File: src/ppd_consts.svh
// constants for the parallel port fifo dma and run-length block
// assumes inclusion by bare name from the package and every module but the host model
`ifndef PPD_CONSTS_SVH
`define PPD_CONSTS_SVH
// apb byte addresses
`define PPD_OFS_DATA      12'h000
`define PPD_OFS_FIFO      12'h400
`define PPD_OFS_CFGB      12'h404
`define PPD_OFS_ECR       12'h408
`define PPD_OFS_CTRL      12'h40C
// extended control, config b and control register fields
`define PPD_ECR_RST       8'h15
`define PPD_ECR_EMPTY     0
`define PPD_ECR_FULL      1
`define PPD_ECR_SI        2
`define PPD_ECR_DMA       3
`define PPD_ECR_MODE_LO   5
`define PPD_ECR_MODE_HI   7
`define PPD_CFGB_RLE      7
`define PPD_CTRL_DIR      0
// mode field codes
`define PPD_MODE_SPP      3'h0
`define PPD_MODE_PS2      3'h1
`define PPD_MODE_PPF      3'h2
`define PPD_MODE_ECP      3'h3
`define PPD_MODE_TST      3'h6
// fifo shape
`define PPD_FIFO_DEPTH    16
`define PPD_FIFO_AW       4
`define PPD_FIFO_W        9
// timing
`define PPD_BURST_MAX     6'h20
`define PPD_CLK_NS        5
`define PPD_INTR_NS       200
`define PPD_INTR_CYC      ((`PPD_INTR_NS + `PPD_CLK_NS - 1) / `PPD_CLK_NS)
`endif

File: src/ppd_pkg.sv
// types shared by the fifo dma block
// assumes ppd_consts.svh is on the include path
`include "ppd_consts.svh"
package ppd_pkg;
    typedef enum logic [2:0] {
        PPD_MODE_SPP = `PPD_MODE_SPP,
        PPD_MODE_PS2 = `PPD_MODE_PS2,
        PPD_MODE_PPF = `PPD_MODE_PPF,
        PPD_MODE_ECP = `PPD_MODE_ECP,
        PPD_MODE_TST = `PPD_MODE_TST
    } ppd_mode_type;
    typedef enum logic [1:0] {
        PPD_APB_IDLE = 2'h1,
        PPD_APB_WAIT = 2'h2
    } ppd_apb_state_type;
endpackage

File: src/ppd_fifo.sv
// 16 entry fifo, 8 data bits plus one tag bit
// assumes one push and one pop per cycle at most, all on pclk
`include "ppd_consts.svh"
module ppd_fifo
    import ppd_pkg::*;
(
    input  wire logic                      pclk,
    input  wire logic                      presetn,
    input  wire logic                      push,
    input  wire logic [`PPD_FIFO_W-1:0]    push_data,
    input  wire logic                      pop,
    output logic      [`PPD_FIFO_W-1:0]    head,
    output logic                           full,
    output logic                           empty
);
    logic [`PPD_FIFO_W-1:0] mem_ff [`PPD_FIFO_DEPTH];
    logic [`PPD_FIFO_AW:0]  wr_ptr_ff;
    logic [`PPD_FIFO_AW:0]  rd_ptr_ff;
    wire                    do_push = push && !full;
    wire                    do_pop  = pop && !empty;

    assign empty = (wr_ptr_ff == rd_ptr_ff);
    assign full  = (wr_ptr_ff[`PPD_FIFO_AW] != rd_ptr_ff[`PPD_FIFO_AW]) &&
                   (wr_ptr_ff[`PPD_FIFO_AW-1:0] == rd_ptr_ff[`PPD_FIFO_AW-1:0]);
    assign head  = mem_ff[rd_ptr_ff[`PPD_FIFO_AW-1:0]];

    // push into a full fifo is lost
    always_ff @(posedge pclk) begin
        if (do_push) begin
            mem_ff[wr_ptr_ff[`PPD_FIFO_AW-1:0]] <= push_data;
        end
    end

    always_ff @(posedge pclk or negedge presetn) begin
        if (!presetn) begin
            wr_ptr_ff <= '0;
            rd_ptr_ff <= '0;
        end else begin
            if (do_push) wr_ptr_ff <= wr_ptr_ff + 1'b1;
            if (do_pop)  rd_ptr_ff <= rd_ptr_ff + 1'b1;
        end
    end
endmodule // ppd_fifo

File: src/ppd_rle.sv
// run-length expander on the host read side of the fifo
// assumes rd_done only while avail is high
`include "ppd_consts.svh"
module ppd_rle
    import ppd_pkg::*;
(
    input  wire logic                      pclk,
    input  wire logic                      presetn,
    input  wire logic                      en,
    input  wire logic [`PPD_FIFO_W-1:0]    head,
    input  wire logic                      empty,
    input  wire logic                      hold,
    input  wire logic                      rd_done,
    output logic                           pop,
    output logic                           avail
);
    logic       active_ff;
    logic [6:0] count_ff;
    // length byte: data bit 7 and tag both low
    wire is_len  = en && !empty && !active_ff && !head[7] && !head[8];
    // length byte swallowed between host reads
    wire do_load = is_len && !hold;
    wire last    = !active_ff || (count_ff == 7'h00);

    assign avail = !empty && !is_len;
    assign pop   = do_load || (rd_done && last);

    always_ff @(posedge pclk or negedge presetn) begin
        if (!presetn) begin
            active_ff <= 1'b0;
            count_ff  <= 7'h00;
        end else if (!en) begin
            active_ff <= 1'b0;
            count_ff  <= 7'h00;
        end else if (do_load) begin
            active_ff <= 1'b1;
            count_ff  <= head[6:0];
        end else if (rd_done && active_ff) begin
            active_ff <= !last;
            count_ff  <= last ? 7'h00 : count_ff - 7'h01;
        end
    end
endmodule // ppd_rle

File: src/ppd_dma.sv
// fifo data port with dma request control and run-length expansion
// assumes raw host dma pins, peripheral engine on pclk
//
// Summary of operation
// terminal count sets service bit, stops requests
// dma only to fifo port, fifo modes
// request when enabled, service low, fifo ready
// acknowledged strobes move data fifo and host
// request drops on full, empty, service high; in test mode the request stays up on full and empty
// request drops after over 32 consecutive cycles
// full or empty withdrawal restarts automatically
// acknowledge high clears consecutive-cycle counter
// host clears service bit to resume
// compression unsupported, config bit 7 reads zero
// length byte written at 000, tag zero
// host follows length byte with data byte
// expansion only in reverse direction reads
// length byte loads bits 0-6 into counter
// next byte returned count plus one times
// terminal count gives 200 ns interrupt pulse
// 400 and dma writes tag high, 000 low
// mode codes 010, 011 and 110
// outside fifo modes request low, counter clear
// finished run clears counter, rechecks next byte
//
// Implementation choices: the placing of the registers and register access over APB.
`include "ppd_consts.svh"
module ppd_dma
    import ppd_pkg::*;
(
    input  wire logic          pclk,
    input  wire logic          presetn,
    // apb register bus
    input  wire logic          psel,
    input  wire logic          penable,
    input  wire logic          pwrite,
    input  wire logic [11:0]   paddr,
    input  wire logic [31:0]   pwdata,
    output logic      [31:0]   prdata,
    output logic               pready,
    output logic               pslverr,
    // host dma pins
    input  wire logic          peripheral_dma_ack_n,
    input  wire logic          dma_wr_n,
    input  wire logic          dma_rd_n,
    input  wire logic          dma_tc,
    input  wire logic [7:0]    dma_wdata,
    output logic               dma_req,
    output logic      [7:0]    dma_rdata,
    output logic               service_intr,
    // peripheral handshake engine
    input  wire logic          per_push,
    input  wire logic [8:0]    per_push_data,
    input  wire logic          per_pop,
    output logic      [8:0]    per_rdata,
    output logic               fifo_full,
    output logic               fifo_empty,
    output logic               port_direction,
    output logic      [2:0]    port_mode
);
    // ****
    // decoding helpers
    // ****
    function automatic logic is_fifo_mode(input logic [2:0] m);
        is_fifo_mode = (m == PPD_MODE_PPF) || (m == PPD_MODE_ECP) ||
                       (m == PPD_MODE_TST);
    endfunction

    function automatic logic is_open_mode(input logic [2:0] m);
        is_open_mode = (m == PPD_MODE_SPP) || (m == PPD_MODE_PS2);
    endfunction

    // ****
    // pin synchronisers
    // ****
    logic [3:0]  pin_s1_ff;
    logic [3:0]  pin_s2_ff;
    logic [3:0]  pin_s3_ff;
    logic [7:0]  wd_s1_ff;
    logic [7:0]  wd_s2_ff;

    // ack_n, wr_n, rd_n, tc; stage three only feeds edge detect
    always_ff @(posedge pclk or negedge presetn) begin
        if (!presetn) begin
            pin_s1_ff <= 4'h7;
            pin_s2_ff <= 4'h7;
            pin_s3_ff <= 4'h7;
            wd_s1_ff  <= 8'h00;
            wd_s2_ff  <= 8'h00;
        end else begin
            pin_s1_ff <= {peripheral_dma_ack_n, dma_wr_n, dma_rd_n, dma_tc};
            pin_s2_ff <= pin_s1_ff;
            pin_s3_ff <= pin_s2_ff;
            wd_s1_ff  <= dma_wdata;
            wd_s2_ff  <= wd_s1_ff;
        end
    end

    wire ack_low  = !pin_s2_ff[3];
    wire wr_low   = !pin_s2_ff[2];
    wire rd_low   = !pin_s2_ff[1];
    wire wr_rise  = pin_s2_ff[2] && !pin_s3_ff[2];
    wire rd_fall  = !pin_s2_ff[1] && pin_s3_ff[1];
    wire rd_rise  = pin_s2_ff[1] && !pin_s3_ff[1];
    wire tc_rise  = pin_s2_ff[0] && !pin_s3_ff[0];

    // ****
    // control registers
    // ****
    logic [2:0]  mode_ff;
    logic        err_en_ff;
    logic        dma_en_ff;
    logic        si_ff;
    logic        dir_ff;
    logic [5:0]  burst_ff;
    logic        req_ff;
    logic [7:0]  rdata_dma_ff;
    logic [5:0]  intr_cnt_ff;
    logic        intr_ff;
    logic [8:0]  per_rdata_ff;

    wire fifo_mode = is_fifo_mode(mode_ff);
    wire tst_mode  = (mode_ff == PPD_MODE_TST);
    wire ecp_mode  = (mode_ff == PPD_MODE_ECP);
    // host fills the fifo going out, and in test mode either way
    wire host_fill = !dir_ff || tst_mode;

    // ****
    // apb slave
    // ****
    ppd_apb_state_type state_ff;
    ppd_apb_state_type nxt_state;
    logic [31:0] prdata_ff;
    logic        pready_ff;
    logic        pslverr_ff;

    wire hit_data  = (paddr == `PPD_OFS_DATA);
    wire hit_fifo  = (paddr == `PPD_OFS_FIFO);
    wire hit_cfgb  = (paddr == `PPD_OFS_CFGB);
    wire hit_ecr   = (paddr == `PPD_OFS_ECR);
    wire hit_ctrl  = (paddr == `PPD_OFS_CTRL);
    wire mapped    = hit_data || hit_fifo || hit_cfgb || hit_ecr || hit_ctrl;
    wire apb_done  = psel && penable && pready_ff;
    wire apb_wr    = apb_done && pwrite && mapped;
    wire apb_rd    = apb_done && !pwrite && mapped;

    assign nxt_state = (state_ff == PPD_APB_IDLE && psel && penable && !pready_ff) ?
                       PPD_APB_WAIT : PPD_APB_IDLE;

    // ****
    // fifo and expander
    // ****
    logic [8:0]  fifo_head;
    logic        fifo_full_w;
    logic        fifo_empty_w;
    logic        rle_pop;
    logic        host_avail;

    // 000 pushes only in mode 011, tag low
    wire apb_push_data = apb_wr && hit_data && ecp_mode;
    wire apb_push_fifo = apb_wr && hit_fifo && fifo_mode;
    wire dma_cycle     = ack_low && fifo_mode;
    wire dma_push      = dma_cycle && wr_rise;
    wire host_read     = dir_ff || tst_mode;
    wire dma_pop_done  = dma_cycle && rd_rise && host_read;
    wire apb_pop_done  = apb_rd && host_read &&
                         ((hit_data && ecp_mode) || (hit_fifo && fifo_mode));
    // dma wins a same-cycle clash; apb push lost
    wire host_push     = dma_push || apb_push_fifo || apb_push_data;
    wire [8:0] host_word = dma_push ? {1'b1, wd_s2_ff} :
                           {apb_push_fifo, pwdata[7:0]};
    wire fifo_push     = host_fill ? (host_push && fifo_mode) : (per_push && fifo_mode);
    wire [8:0] fifo_wd = host_fill ? host_word : per_push_data;
    wire rd_done       = (dma_pop_done || apb_pop_done) && host_avail;
    wire per_take      = per_pop && !dir_ff && !tst_mode && !fifo_empty_w;
    wire fifo_pop      = per_take || rle_pop;
    // expand reverse reads only; test mode literal
    wire rle_en        = dir_ff && !tst_mode && fifo_mode;
    wire rle_hold      = (psel && !pwrite) || (ack_low && rd_low);
    wire host_empty    = host_fill ? fifo_empty_w : !host_avail;

    ppd_fifo u_fifo (
        .pclk      (pclk),
        .presetn   (presetn),
        .push      (fifo_push),
        .push_data (fifo_wd),
        .pop       (fifo_pop),
        .head      (fifo_head),
        .full      (fifo_full_w),
        .empty     (fifo_empty_w)
    );

    ppd_rle u_rle (
        .pclk      (pclk),
        .presetn   (presetn),
        .en        (rle_en),
        .head      (fifo_head),
        .empty     (fifo_empty_w),
        .hold      (rle_hold),
        .rd_done   (rd_done),
        .pop       (rle_pop),
        .avail     (host_avail)
    );

    // ****
    // register read mux
    // ****
    wire       ecr_empty = fifo_mode ? host_empty : 1'b1;
    wire       ecr_full  = fifo_mode ? fifo_full_w : 1'b0;
    wire [7:0] ecr_rd    = {mode_ff, err_en_ff, dma_en_ff, si_ff, ecr_full, ecr_empty};
    // no compressor: capability bit reads zero
    wire [7:0] cfgb_rd   = 8'h00;
    wire [7:0] reg_rd    = hit_ecr  ? ecr_rd :
                           hit_cfgb ? cfgb_rd :
                           hit_ctrl ? {7'h00, dir_ff} :
                           fifo_head[7:0];

    always_ff @(posedge pclk or negedge presetn) begin
        if (!presetn) begin
            state_ff   <= PPD_APB_IDLE;
            pready_ff  <= 1'b0;
            pslverr_ff <= 1'b0;
            prdata_ff  <= 32'h0000_0000;
        end else begin
            state_ff   <= nxt_state;
            pready_ff  <= (nxt_state == PPD_APB_WAIT);
            pslverr_ff <= (nxt_state == PPD_APB_WAIT) && !mapped;
            if (nxt_state == PPD_APB_WAIT) begin
                prdata_ff <= (pwrite || !mapped) ? 32'h0000_0000 : {24'h00_0000, reg_rd};
            end
        end
    end

    // ****
    // extended control and direction
    // ****
    wire [2:0] wr_mode  = pwdata[`PPD_ECR_MODE_HI:`PPD_ECR_MODE_LO];
    // leave fifo modes only via 000 or 001
    wire       mode_ok  = is_open_mode(mode_ff) || is_open_mode(wr_mode);
    wire       ecr_wr   = apb_wr && hit_ecr;
    wire       tc_fire  = tc_rise && ack_low && fifo_mode && dma_en_ff && !si_ff;

    always_ff @(posedge pclk or negedge presetn) begin
        if (!presetn) begin
            mode_ff   <= 3'(`PPD_ECR_RST >> `PPD_ECR_MODE_LO);
            err_en_ff <= 1'b1;
            dma_en_ff <= 1'b0;
            si_ff     <= 1'b1;
            dir_ff    <= 1'b0;
        end else begin
            if (ecr_wr && mode_ok) begin
                mode_ff <= wr_mode;
            end
            if (ecr_wr) begin
                err_en_ff <= pwdata[4];
                dma_en_ff <= pwdata[`PPD_ECR_DMA];
            end
            // terminal count beats a same-cycle host clear
            if (tc_fire) begin
                si_ff <= 1'b1;
            end else if (ecr_wr) begin
                si_ff <= pwdata[`PPD_ECR_SI];
            end
            if (apb_wr && hit_ctrl && mode_ff == PPD_MODE_PS2) begin
                dir_ff <= pwdata[`PPD_CTRL_DIR];
            end
        end
    end

    // ****
    // dma request and burst limit
    // ****
    wire dma_beat   = dma_cycle && (wr_rise || rd_rise);
    wire burst_over = (burst_ff > `PPD_BURST_MAX);
    wire ready_dir  = (!dir_ff && !fifo_full_w) || (dir_ff && !host_empty) ||
                      tst_mode;
    wire nxt_req    = fifo_mode && dma_en_ff && !si_ff && ready_dir &&
                      !burst_over && !tc_fire;

    always_ff @(posedge pclk or negedge presetn) begin
        if (!presetn) begin
            burst_ff <= 6'h00;
            req_ff   <= 1'b0;
        end else begin
            if (!ack_low || !fifo_mode) begin
                burst_ff <= 6'h00;
            end else if (dma_beat && !burst_over) begin
                burst_ff <= burst_ff + 6'h01;
            end
            req_ff <= nxt_req;
        end
    end

    // ****
    // dma read data and terminal count pulse
    // ****
    localparam logic [5:0] INTR_CYC = 6'(`PPD_INTR_CYC);

    always_ff @(posedge pclk or negedge presetn) begin
        if (!presetn) begin
            rdata_dma_ff <= 8'h00;
            intr_cnt_ff  <= 6'h00;
            intr_ff      <= 1'b0;
        end else begin
            // held from strobe fall to the next
            if (dma_cycle && rd_fall && host_avail) begin
                rdata_dma_ff <= fifo_head[7:0];
            end
            if (tc_fire) begin
                intr_cnt_ff <= INTR_CYC;
                intr_ff     <= 1'b1;
            end else if (intr_cnt_ff != 6'h00) begin
                intr_cnt_ff <= intr_cnt_ff - 6'h01;
                intr_ff     <= (intr_cnt_ff != 6'h01);
            end
        end
    end

    // ****
    // peripheral side and outputs
    // ****
    logic full_ff;
    logic empty_ff;
    logic dir_out_ff;
    logic [2:0] mode_out_ff;

    always_ff @(posedge pclk or negedge presetn) begin
        if (!presetn) begin
            per_rdata_ff <= 9'h000;
            full_ff      <= 1'b0;
            empty_ff     <= 1'b1;
            dir_out_ff   <= 1'b0;
            mode_out_ff  <= 3'h0;
        end else begin
            if (per_take) begin
                per_rdata_ff <= fifo_head;
            end
            full_ff     <= fifo_full_w;
            empty_ff    <= fifo_empty_w;
            dir_out_ff  <= dir_ff;
            mode_out_ff <= mode_ff;
        end
    end

    assign prdata         = prdata_ff;
    assign pready         = pready_ff;
    assign pslverr        = pslverr_ff;
    assign dma_req        = req_ff;
    assign dma_rdata      = rdata_dma_ff;
    assign service_intr   = intr_ff;
    assign per_rdata      = per_rdata_ff;
    assign fifo_full      = full_ff;
    assign fifo_empty     = empty_ff;
    assign port_direction = dir_out_ff;
    assign port_mode      = mode_out_ff;
endmodule // ppd_dma

File: config.mk
export PLATFORM = sky130hd
export DESIGN_NAME = ppd_dma
export DESIGN_NICKNAME = d
export VERILOG_FILES = /design/src/ppd_pkg.sv /design/src/ppd_fifo.sv /design/src/ppd_rle.sv /design/src/ppd_dma.sv
export VERILOG_INCLUDE_DIRS = /design/src
export SDC_FILE = /design/constraint.sdc
export NUM_CORES = 1
export LEC_CHECK = 0
export BUFFER_PORTS_ARGS = -buffer_cell sky130_fd_sc_hd__buf_2
export CAP_MARGIN = 25
export CORE_MARGIN = 1.5
export CORE_UTILIZATION = 52
export CTS_CLUSTER_DIAMETER = 50
export DETAILED_ROUTE_END_ITERATION = 7
export PLACE_DENSITY_LB_ADDON = 0.25
export SLEW_MARGIN = 20
export SYNTH_ARGS = -nofsm -noshare
export SYNTH_HDL_FRONTEND = slang
export SYNTH_SLANG_ARGS = --single-unit
File: constraint.sdc
create_clock -name pclk -period 3.1 [get_ports pclk]
set_input_delay 0.31 -clock pclk [delete_from_list [all_inputs] [get_ports pclk]]
set_output_delay 0.31 -clock pclk [all_outputs]
set_load 0.03 [all_outputs]
* After elaboration in Yosys (flattened, before gate mapping)
Memories as Yosys holds them, arrays and structs flattened.
Cells that the tools add are included.
** Cells by class
- Add/subtract/negate cells :: 5
- Magnitude comparators :: 1
- Equal/unequal tests :: 16
- Muxes and demuxes :: 28
- Reduce and logical (&&, ||, !) cells :: 122
** Operators by type and width (number)
- 1-bit logical AND :: 66
- 12-bit by 11-bit == test with 1-bit output (second input constant) :: 4
- 8-bit 2-to-1 mux :: 4
- 7-bit 2-to-1 mux :: 4
- 1-bit zero test :: 24
- 1-bit logical OR :: 24
- 6-bit 2-to-1 mux :: 4
- 9-bit 2-to-1 mux :: 2
- 1-bit 2-to-1 mux :: 13
- 12-bit zero test :: 1
- 5-bit by 1-bit adder with 5-bit output (second input constant) :: 2
- 7-bit zero test :: 1
- 7-bit by 1-bit subtractor with 7-bit output (second input constant) :: 1
- 6-bit by 1-bit adder with 6-bit output (second input constant) :: 1
- 3-bit by 1-bit == test with 1-bit output (second input constant) :: 2
- 3-bit by 2-bit == test with 1-bit output (second input constant) :: 2
- 6-bit > comparator (second input constant) :: 1
- 3-bit zero test :: 2
- 6-bit by 1-bit inequality test with 1-bit output (second input constant) :: 1
- 2-bit nonzero test :: 3
- 6-bit nonzero test :: 1
- 6-bit by 1-bit subtractor with 6-bit output (second input constant) :: 1
- 5-bit == test :: 1
- 4-bit == test :: 1
- other kinds (6) :: 6
** Word-level totals
- Bits in registers :: 125
- RAM bits :: 144
- Input bits :: 72
- Output and inout bits :: 59
- Logic and storage cells :: 201
- Memories :: 1
** Memories
- u_fifo.mem_ff :: words 16, width 9, rd ports 1, clocked after memory_dff 0, write ports 1, line ppd_fifo.sv:16 : logic [`PPD_FIFO_W-1:0] mem_ff [`PPD_FIFO_DEPTH];

* Depth between registers and ports, before layout
Gate-level depths: netlist (run 1).
- Depth in word-level cells :: 19
- Mapped depth :: 10
- Mapped depth without buffers :: 8

* Hierarchy
From an unflattened synthesis (run 1), not the netlist that was laid out.
** Second synthesis, totals
- Cells, all modules :: 684
- Area, all modules :: 10507.6 µm²
** By module, submodules not included
- ppd_fifo :: times used 1, cells an instance 302, area an instance 6202.2 µm²
- ppd_dma :: times used 1, cells an instance 318, area an instance 3736.1 µm²
- ppd_rle :: times used 1, cells an instance 64, area an instance 569.3 µm²

* Worst setup path after synthesis (run 1)
Ideal clock, no wire load.
- Kind :: flip-flop to flip-flop
- Start point :: reg mode_ff[2]
- End point :: mem u_fifo.mem_ff[3][0] (netlist bit) (enable)
- Library setup time :: 387 ps
- Data arrival time :: 2576 ps
- Required time :: 2713 ps
- Setup slack :: 137 ps
- Stages on the path, launching flop included :: 8
- Path buffers :: 1
- Period minus slack after synthesis :: 2963 ps
- Path through :: dfrtp_1 clkbuf_1 a21bo_2 nor4b_2 a41oi_1 a2111oi_4 nand2_1 nor3_1
** On the way
- Cells in the longest elaborated chain, start to end :: 12
- Elaborated cells between the ends (all ways) :: 18
** Ends and longest elaborated chain
- start, declared :: line ppd_dma.sv:110 : logic [2:0] mode_ff;
- start signal, assigned :: line ppd_dma.sv:245 : mode_ff <= 3'(`PPD_ECR_RST >> `PPD_ECR_MODE_LO);
- start signal, assigned :: line ppd_dma.sv:252 : mode_ff <= wr_mode;
- 3-bit by 2-bit == test with 1-bit output, on equally long branches :: line ppd_dma.sv:65, ppd_dma.sv:124
- 1-bit logical OR (2 in a row) :: line ppd_dma.sv:65 : is_fifo_mode = (m == PPD_MODE_PPF) || (m == PPD_MODE_ECP) ||
- 1-bit logical AND :: line ppd_dma.sv:162 : wire dma_cycle = ack_low && fifo_mode;
- 1-bit logical AND :: line ppd_dma.sv:163 : wire dma_push = dma_cycle && wr_rise;
- 1-bit logical OR (2 in a row) :: line ppd_dma.sv:169 : wire host_push = dma_push || apb_push_fifo || apb_push_data;
- 1-bit logical AND :: line ppd_dma.sv:172 : wire fifo_push = host_fill ? (host_push && fifo_mode) : (per_push && fifo_mode);
- 1-bit 2-to-1 mux * :: line ppd_dma.sv:172
- 1-bit logical AND * :: line ppd_fifo.sv:19 : wire do_push = push && !full;
- 1-bit 2-to-1 mux * :: line ppd_fifo.sv:29 : if (do_push) begin
- 1-bit 2-to-1 mux * :: line ppd_fifo.sv:30 : mem_ff[wr_ptr_ff[`PPD_FIFO_AW-1:0]] <= push_data;
- end, declared :: line ppd_fifo.sv:16
Every way passes the cells marked *; elsewhere a longest branch is shown, timed or not.

* Worst setup path after layout (run 1)
- Start point :: reg mode_ff[2]
- End point :: mem u_fifo.mem_ff[1][8] (netlist bit) (enable)
The elaborated chain is that of the path after synthesis.

==> results of run 1 <==
-- layout make-up --
cell class                 instances  area [um2]
timing repair buffer             145         935
multi-input combinational        364        3110
tap                              265         332
sequential                       244        6850
inverter                          16        60.1
fill                            1452        7170
clock buffer                      45         868
clock inverter                     7        70.1
-- per-stage QoR --
| stage | hold slack [ns] | std cells | TNS [ns] |
|---|---|---|---|
| floorplan | 0.0144 | 674 | 0 |
| global placement | 0.333 | 1018 | 0 |
| detailed placement | 0.336 | 1019 | -0.260 |
| CTS | 0.00914 | 1084 | 0 |
| global route | 0.0118 | 1086 | 0 |
| finish | 0.0277 | 1086 | 0 |
-- metal layers --
metal  vias to the layer above  GRT usage  part of all wire
li1                       2729          -                 -
met1                      3099      0.304              0.42
met2                       226      0.361              0.50
met3                        45     0.0310             0.049
met4                         0     0.0666             0.026
met5                         -          0                 0
-- flip-flops by register name, summed over array words and instances, names as in the netlist, 3 cells and up --
name              count
wd_s1_ff              8
u_fifo.mem_ff       144
burst_ff              6
u_fifo.wr_ptr_ff      5
pin_s3_ff             3
wd_s2_ff              8
pin_s2_ff             4
port_mode             3
u_rle.count_ff        7
pin_s1_ff             4
u_fifo.rd_ptr_ff      5
prdata                8
mode_ff               3
per_rdata             9
intr_cnt_ff           6
dma_rdata             8
-- kinds of logic (layout without fill, tap and decap cells) --
logic type | Yosys count | after routing | share of synthesized area
buf+inv | 66 | 213 | 0.0373
fa+ha+maj | 11 | 11 | 0.0134
mux | 81 | 81 | 0.131
simple gates | 145 | 145 | 0.0697
xor+xnor | 18 | 18 | 0.0154
other cells | 1 | 24 | 0.000366
compound gates | 85 | 85 | 0.0640
flops | 244 | 244 | 0.668
-- worst max-delay path, cell delays in order (launching register included) --
cell and delay, ns:
dfrtp_1 0.37, a21bo_2 0.26, nor4b_2 0.31, a41oi_1 0.12
a2111oi_4 0.63, nand2_1 0.23, nor3_1 0.41, buf_4 0.25
-- cells in the final DEF (no fill, tap or decap), types with 4 or more instances in the layout --
master,synthesis,final
edfxtp_1,144,144
dfrtp_1,87,85
buf_2,7,81
nor2_1,51,51
buf_4,27,47
mux4_2,38,38
nand2_1,34,34
clkbuf_16,0,31
conb_1,1,24
mux2i_1,20,20
inv_1,16,16
mux2_2,15,15
o21ai_0,14,14
dfstp_2,13,13
dlygate4sd3_1,0,13
xnor2_1,12,12
a21oi_1,16,12
a22oi_1,11,11
ha_1,11,11
nor3_1,10,10
clkbuf_1,11,10
nand3_1,8,8
mux2_4,8,8
nor2b_1,7,7
xor2_1,6,6
nand4_1,5,5
nand2b_1,5,5
a21oi_2,0,4
nor4_1,4,4
and2_1,4,4
clkbuf_8,0,4
-- power by group --
group | switching (W) | internal (W) | total, W
logic | 0.00117 | 0.000926 | 0.00210
registers | 0.000112 | 0.00358 | 0.00369
clock network | 0.00128 | 0.00193 | 0.00322
total | 0.00257 | 0.00644 | 0.00900
-- how the worst max path moves through the flow --
stage                                               start                       endpoint  depth (start not counted)
final                              mode_ff[2]$_DFFE_PN0P_  u_fifo.mem_ff[1][8]$_DFFE_PP_                          7
after global routing      u_fifo.rd_ptr_ff[1]$_DFFE_PN0P_  u_fifo.mem_ff[1][8]$_DFFE_PP_                          8
after CTS                 u_fifo.rd_ptr_ff[1]$_DFFE_PN0P_  u_fifo.mem_ff[1][8]$_DFFE_PP_                          8
after detailed placement                         paddr[5]  u_fifo.mem_ff[1][6]$_DFFE_PP_                          8
after global placement                           paddr[5]  u_fifo.mem_ff[1][2]$_DFFE_PP_                          8
after floorplan                    mode_ff[2]$_DFFE_PN0P_  u_fifo.mem_ff[3][0]$_DFFE_PP_                          7
-- what timing repair did --
action,4_1_cts,5_1_grt
resized for setup,0,1
setup buffers,0,0
setup endpoints to repair,0,60
hold buffers,13,0
endpoints found under the hold margin,15,0
==> flow_summary.ini, run 1 <==
[outcome]
run_status = finished, final reports clean

[timing]
finalHoldViolCount = 0
relSlewSlack = 0.292
fmax_mhz = 348
skew_ns = 0.0372
setup_violations = 0
period_share = 0.927
rsz0062_at_grt = false
fin_ws_ns = 0.226
fin_crit_ns = 2.87
worstMarginPinSlew_ns = 1.06
slew_viol_final = 0

[critical_path]
arrival_ns = 3.14
cp_max_fo = 8
endpoint_kind = flip-flop
reg2reg_depth = 7
worstSetupPathType = reg2reg
r2r-start = mode_ff[2]$_DFFE_PN0P_
crit_path_start_kind = flip-flop
r2r-end = u_fifo.mem_ff[1][8]$_DFFE_PP_
rrSetupSlack_ns = 0.23
required_ns = 3.37

[placed_design]
dpl_worst_slack_ns = -0.0384
hpwlAfterDp_mm = 14.8
dpl-instance-area_um2 = 11100
portBuffers = 82
gp_congestion = 0.811

[worst_hold_path]
min_path_type = in2reg
hp-start = pwdata[0]
hold_end = dir_ff$_DFFE_PN0P_
whs_path_depth = 2

[clocking]
worst_skew_pair.late_latency_ns = 0.56
clk_path_buf_depth = 3
cts_sinks = 244
cts_tree = done
clockRootBuffer = clkbuf_16
path_clk_slew_ns = 0.06
cts_made_buffers = 28
htreeDepth = 1

[floorplanning]
placement_rows = 51
coreArea_um2 = 19400
io_pins = 131
die_w_um = 143
dieHeight_um = 143
die-area_um2 = 20500
initial_core_util = 0.528

[global_routing]
grt_pass1_vias = 5975
grt_max_degree = 88
grt_pass1_wl_mm = 33.5
antenna_found_initial = 0
grt.total_usage = 0.218
overflow = 0

[drt]
route.detailed.drc = 0
first_pass_iters = 5
drt_iter0_drc = 438
viasPerCell = 5.62
wl_per_cell_um = 20.3
routed_wl_mm = 22.0
detail-route-antenna-nets = 0
vias = 6099

[power_and_ir_drop]
power_density_nw_per_um2 = 736
max-vdd-ir-drop_mv = 0.592
fin_total_pwr_w = 0.00900
leakagePower_nw = 4.91

[synth]
yosysSeqAreaShare = 0.668
yosysWarningCount = 0
syn_avg_cell_area_um2 = 15.7
async_flop_share = 0.410
synth_top_area_frac = 0.422
synth_most_common_cell = edfxtp_1
ys_top_cells_by_area = edfxtp_1, dfrtp_1, mux4_2
synth_ff_type = edfxtp_1
synth_edf_count = 144
netlist_area_um2 = 10200
ys_types = 70
synth_cells = 651
yosys.area.top_type = edfxtp_1
ys_seq_elements = 244
synth_common_cells = edfxtp_1, dfrtp_1, nor2_1

[final_layout]
drive_above_1_share = 0.320
n_antenna_cell = 0
postLayoutCellArea_um2 = 12200
nNetsFinal = 882
final_util = 0.630
area_growth_pct = 19.4

[run]
drv_cap = 0
No activity file was read; power rests on OpenSTA's default activity.
==> inputs of run 2 (changes only) <==
CORE_UTILIZATION = 58   (was 52)
clock period = 3.2 ns   (was 3.1 ns; I/O delays follow)
==> run 2 against run 1 <==
Against the previous run:
- sequential power down 4%
- clock power down 18%
- critical path type unchanged
- largest cell class unchanged
- cell area down 2.1%
- critical endpoint is now u_fifo.mem_ff[14][7]$_DFFE_PP_
- die area down 10%
- combinational power down 4%
==> flow_summary.ini, run 2 (synthesis results as in run 1) <==
[outcome]
run_status = finished, final reports clean

[power_and_ir_drop]
leakagePower_nw = 4.80
max-vdd-ir-drop_mv = 0.532
p_comb_frac = 0.244
pwr-share-seq = 0.433
internal-power_w = 0.00582
power_switching_share = 0.291
p_sw_w = 0.00239
p_clk_frac = 0.323
power_density_nw_per_um2 = 686

[timing]
worstMarginPinSlew_ns = 0.947
tns_ns = 0
relSlewSlack = 0.360
skew_ns = 0.0133
rsz0062_at_grt = false
whs_ns = 0.0426
fmax_mhz = 337
finalHoldViolCount = 0
period_share = 0.927
fin_crit_ns = 2.97
slew_viol_final = 0
setup_violations = 0

[drt]
routed_wl_mm = 21.6
met2_wirelength_mm = 10.6
detail-route-antenna-nets = 0
drt_iter0_drc = 459
maxUsedRoutingLayer = met4
viasPerCell = 5.94
first_pass_iters = 5
wl_met1_mm = 8.61
route.detailed.drc = 0
vias = 6164
wl_met3_mm = 1.74
wl_per_cell_um = 20.9

[floorplanning]
die-area_um2 = 18500
coreArea_um2 = 17300
initial_core_util = 0.592
dieHeight_um = 136
die_w_um = 136
placement_rows = 48
io_pins = 131

[clocking]
htreeDepth = 1
clk_path_buf_depth = 3
cts_setup_buffers = 0
clockRootBuffer = clkbuf_16
ctsResizeCount = 0
path_clk_slew_ns = 0.06
cts_made_buffers = 25
cts_sinks = 244
cts_tree = done
worst_skew_pair.late_latency_ns = 0.53

[placed_design]
gp_congestion = 0.825
hpwlAfterDp_mm = 15.1
portBuffers = 82

[critical_path]
arrival_ns = 3.20
rrSetupSlack_ns = 0.23
cp_max_fo = 21
worstSetupPathType = reg2reg
endpoint_kind = flip-flop
crit_path_start_kind = flip-flop
required_ns = 3.43

[worst_hold_path]
min_path_type = in2reg

[global_routing]
overflow = 0
grt_max_degree = 64
antenna_found_initial = 0
grt_pass1_wl_mm = 33.6
grt.total_usage = 0.242
grt_pass1_vias = 6056

[final_layout]
nNetsFinal = 877
drive_above_1_share = 0.312
largest_reg_flops = 144
most-common-layout-cells = edfxtp_1, dfrtp_1, buf_2, nor2_1, buf_4
n_antenna_cell = 0
layout_commonest_cell = edfxtp_1
area_growth_pct = 16.9

[run]
drv_cap = 0
[run 2: cell types whose count changed in the layout (fill, tap and decap cells not counted), sizes merged]
| cell | change |
|---|---|
| clkinvlp | +3 |
| clkbuf | -14 |
| inv | +2 |
[run 2: critical path: stages (launching register included)]
cell and delay, ns:
dfrtp_1 0.56, buf_4 0.37, xnor2_1 0.12, nand4_1 0.18, nor2b_1 0.17, a2111oi_4 0.47
nand2_1 0.22, nor2_1 0.33, buf_4 0.24
[run 2: power groups by stage]
| stage | sequential (W) | combinational (W) | clock, W |
|---|---|---|---|
| final | 0.00355 | 0.00201 | 0.00265 |
| after global routing | 0.00357 | 0.00215 | 0.00282 |
| after CTS | 0.00356 | 0.00202 | 0.00269 |
| after detailed placement | 0.00362 | 0.00200 | 0 |
| after global placement | 0.00361 | 0.00198 | 0 |
| after floorplan | 0.00371 | 0.00136 | 0 |
[run 2: worst paths after layout]
check,startpoint,to,depth (start not counted)
min in group asynchronous,presetn,u_rle.count_ff[1]$_DFFE_PN0P_,2
worst min-delay path,pwdata[5],mode_ff[0]$_DFFE_PN0P_,2
max in group asynchronous,presetn,err_en_ff$_DFFE_PN1P_,3
worst max register to register,u_fifo.rd_ptr_ff[1]$_DFFE_PN0P_,u_fifo.mem_ff[14][7]$_DFFE_PP_,8
worst max-delay path,u_fifo.rd_ptr_ff[1]$_DFFE_PN0P_,u_fifo.mem_ff[14][7]$_DFFE_PP_,8
worst min register to register,wd_s1_ff[5]$_DFF_PN0_,wd_s2_ff[5]$_DFF_PN0_,0
[run 2: routing by layer]
layer  vias to the layer above  track usage
met5                         -            0
met4                         0       0.0869
met3                        56       0.0526
met2                       295        0.397
met1                      3099        0.324
li1                       2714            -
[run 2: cell type report]
type / count / area, um2
Tap cell: 225 / 282
Clock buffer: 33 / 656
Sequential cell: 244 / 6840
Fill cell: 1150 / 5330
Inverter: 16 / 60.1
Clock inverter: 12 / 92.6
Timing Repair Buffer: 143 / 916
Multi-Input combinational cell: 364 / 3120
[run 2: metrics by stage]
stage / worst slack [ns] / total power [W] / instance area [um2] / cells / util
floorplan: 0.237 / 0.00507 / 10300 / 674 / -
global placement: 0.217 / 0.00559 / 11000 / 976 / 0.639
detailed placement: 0.0985 / 0.00562 / 11100 / 979 / 0.640
CTS: 0.236 / 0.00827 / 11900 / 1037 / 0.691
global route: 0.0694 / 0.00854 / 12000 / 1037 / 0.692
finish: 0.233 / 0.00821 / 12000 / 1037 / 0.692
[run 2: what timing repair did]
| item | CTS | global route |
|---|---|---|
| setup endpoints to repair | 0 | 0 |
| hold buffers | 13 | 0 |
| hold endpoints to repair | 62 | 0 |
==> inputs of run 3 (changes only) <==
ABC_AREA = 1   (was not set)
==> run 3 against run 2 <==
Against the previous run:
- synthesized cell count up 70%
- synthesized area grew 6.9%
- first-iteration DRC count rose by 34%
- sequential share of layout area is 2.8 points lower
- register-to-register slack improved by 0.08 ns
- setup slack better by 0.077 ns
- clock power grew 21%
- non-clock buffer count is 26 lower
- cell area grew 5.1%
- maximum frequency increased by 2.7%
==> flow_summary.ini, run 3 <==
[power_and_ir_drop]
leakagePower_nw = 5.51
power_density_nw_per_um2 = 739
fin_total_pwr_w = 0.00930
max-vdd-ir-drop_mv = 0.509

[timing]
tns_ns = 0
slew_viol_final = 0
finalHoldViolCount = 0
skew_ns = 0.0228
rsz0062_at_grt = false
setup_violations = 0
fmax_mhz = 346
period_share = 0.903
worstMarginPinSlew_ns = 0.943
fin_crit_ns = 2.89
relSlewSlack = 0.369

[drt]
drt_iter0_drc = 617
viasPerCell = 5.40
first_pass_iters = 5
routed_wl_mm = 24.7
wl_per_cell_um = 16.8
vias = 7953
detail-route-antenna-nets = 0
route.detailed.drc = 0

[placed_design]
dpl.cell_count = 1410
gp_congestion = 0.884
dpl-instance-area_um2 = 11500
portBuffers = 82
hpwlAfterDp_mm = 15.8

[outcome]
run_status = finished, final reports clean

[critical_path]
cp_max_fo = 9
arrival_ns = 3.04
crit_slowest_cell = nor2_1
worstSetupPathType = reg2reg
required_ns = 3.35
slowest_delay_ns = 0.73
endpoint_kind = flip-flop
crit_path_start_kind = flip-flop
path_cells = inv_2 > a21oi_2 > inv_2 > nor2_4 > nand2_2 > nand2_1 > inv_1 > o21ai_1 > nand2_2 > nor2_1 > inv_1 > nor2_1

[synth]
yosys.area.top_type = edfxtp_1
syn_avg_cell_area_um2 = 9.89
synth_edf_count = 144
synth_most_common_cell = nand2_1
async_flop_share = 0.410
synth_common_cells = nand2_1, nor2_1, edfxtp_1
netlist_area_um2 = 10900
synth_cells = 1106
yosysWarningCount = 0
yosysSeqAreaShare = 0.626
ys_seq_elements = 244
ys_top_cells_by_area = edfxtp_1, dfrtp_1, nand2_1
synth_top_area_frac = 0.395
ys_types = 47
synth_ff_type = edfxtp_1

[global_routing]
grt_max_degree = 72
antenna_found_initial = 0
grt.total_usage = 0.254
overflow = 0
grt_pass1_wl_mm = 38.6
grt_pass1_vias = 7334

[clocking]
worst_skew_pair.late_latency_ns = 0.54
htreeDepth = 1
cts_sinks = 244
cts_setup_buffers = 0
clk_path_buf_depth = 3
cts_tree = done
cts_made_buffers = 26
path_clk_slew_ns = 0.06
clockRootBuffer = clkbuf_16

[floorplanning]
placement_rows = 50
io_pins = 131
die-area_um2 = 19700
dieHeight_um = 140
die_w_um = 140
coreArea_um2 = 18600
initial_core_util = 0.589

[final_layout]
fin_cells = 1473
fillers = 1400
layout_commonest_cell = nand2_1
drive_above_1_share = 0.160
area_growth_pct = 15.0
largest_reg_flops = 144
postLayoutCellArea_um2 = 12600
most-common-layout-cells = nand2_1, nor2_1, edfxtp_1, inv_1, dfrtp_1
nNetsFinal = 1301
final_util = 0.677

[worst_hold_path]
min_path_type = in2reg

[run]
drv_cap = 0
[run 3: cells by family (layout without fill, tap and decap cells)]
logic type | count (synthesis) | count (layout) | synth area share
AO/OA/AOI/OAI | 149 | 149 | 0.0734
XOR/XNOR | 9 | 9 | 0.00721
adder cells (fa/ha/maj) | 11 | 11 | 0.0126
buffers and inverters | 156 | 265 | 0.0707
flip-flops | 244 | 244 | 0.626
multiplexers | 1 | 1 | 0.00103
other | 1 | 25 | 0.000343
AND/OR/NAND/NOR | 535 | 535 | 0.209
[run 3: where the power goes]
part | leakage, nW | switching (W) | internal, W
Combinational | 2.52 | 0.00182 | 0.000743
Clock | 0.448 | 0.00124 | 0.00196
Sequential | 2.53 | 0.0000830 | 0.00346
Total | 5.51 | 0.00314 | 0.00616
[run 3: area by class of cell]
cell class | instances | area [um2] | share of cell area
diodes | 1 | 2.50 | 0.000199
clock buffers | 35 | 704 | 0.0560
clock inverters | 13 | 214 | 0.0170
inverters | 100 | 378 | 0.0300
multi-input cells | 729 | 3410 | 0.271
flip-flops and latches | 244 | 6840 | 0.544
well taps | 234 | 293 | 0.0233
repair buffers | 117 | 736 | 0.0585
[run 3: per-layer routing]
metal	global-route usage	wire, um	vias up
met5	0	0	-
met4	0.0859	731	0
met3	0.0345	1470	57
met2	0.411	11800	267
met1	0.357	10700	3778
li1	-	-	3851
[run 3: per-stage QoR]
| step | hold slack, ns | setup WS (ns) |
|---|---|---|
| after floorplan | 0.0244 | 0.935 |
| after global routing | 0.0292 | 0.0299 |
| after detailed placement | 0.336 | 0.212 |
| final | 0.0139 | 0.311 |
| after global placement | 0.333 | 0.302 |
| after CTS | 0.00821 | 0.277 |
[run 3: critical path, delay by kind of cell, from the launching register on]
kind,cells,cell delay (ns)
flops,1,0.43
buf+inv,4,0.36
compound gates,2,0.31
simple gates,6,1.38
[run 3: path summary, 6_finish.rpt]
kind / start / endpoint / slack (ns) / depth (start not counted)
min: pwdata[2] / si_ff$_DFFE_PN1P_ / 0.01 / 3
max: mode_ff[1]$_DFFE_PN0P_ / u_fifo.mem_ff[7][1]$_DFFE_PP_ / 0.31 / 12
min in group asynchronous: presetn / dma_rdata[5]$_DFFE_PN0P_ / 0.38 / 2
max in group asynchronous: presetn / pin_s2_ff[2]$_DFF_PN1_ / 2.05 / 3
max reg2reg: mode_ff[1]$_DFFE_PN0P_ / u_fifo.mem_ff[7][1]$_DFFE_PP_ / 0.31 / 12
min reg2reg: wd_s1_ff[7]$_DFF_PN0_ / wd_s2_ff[7]$_DFF_PN0_ / 0.35 / 0
[run 3: timing repair]
item,in CTS,in global routing
hold buffers,14,0
endpoints found under the hold margin,66,0
resized for setup,0,0
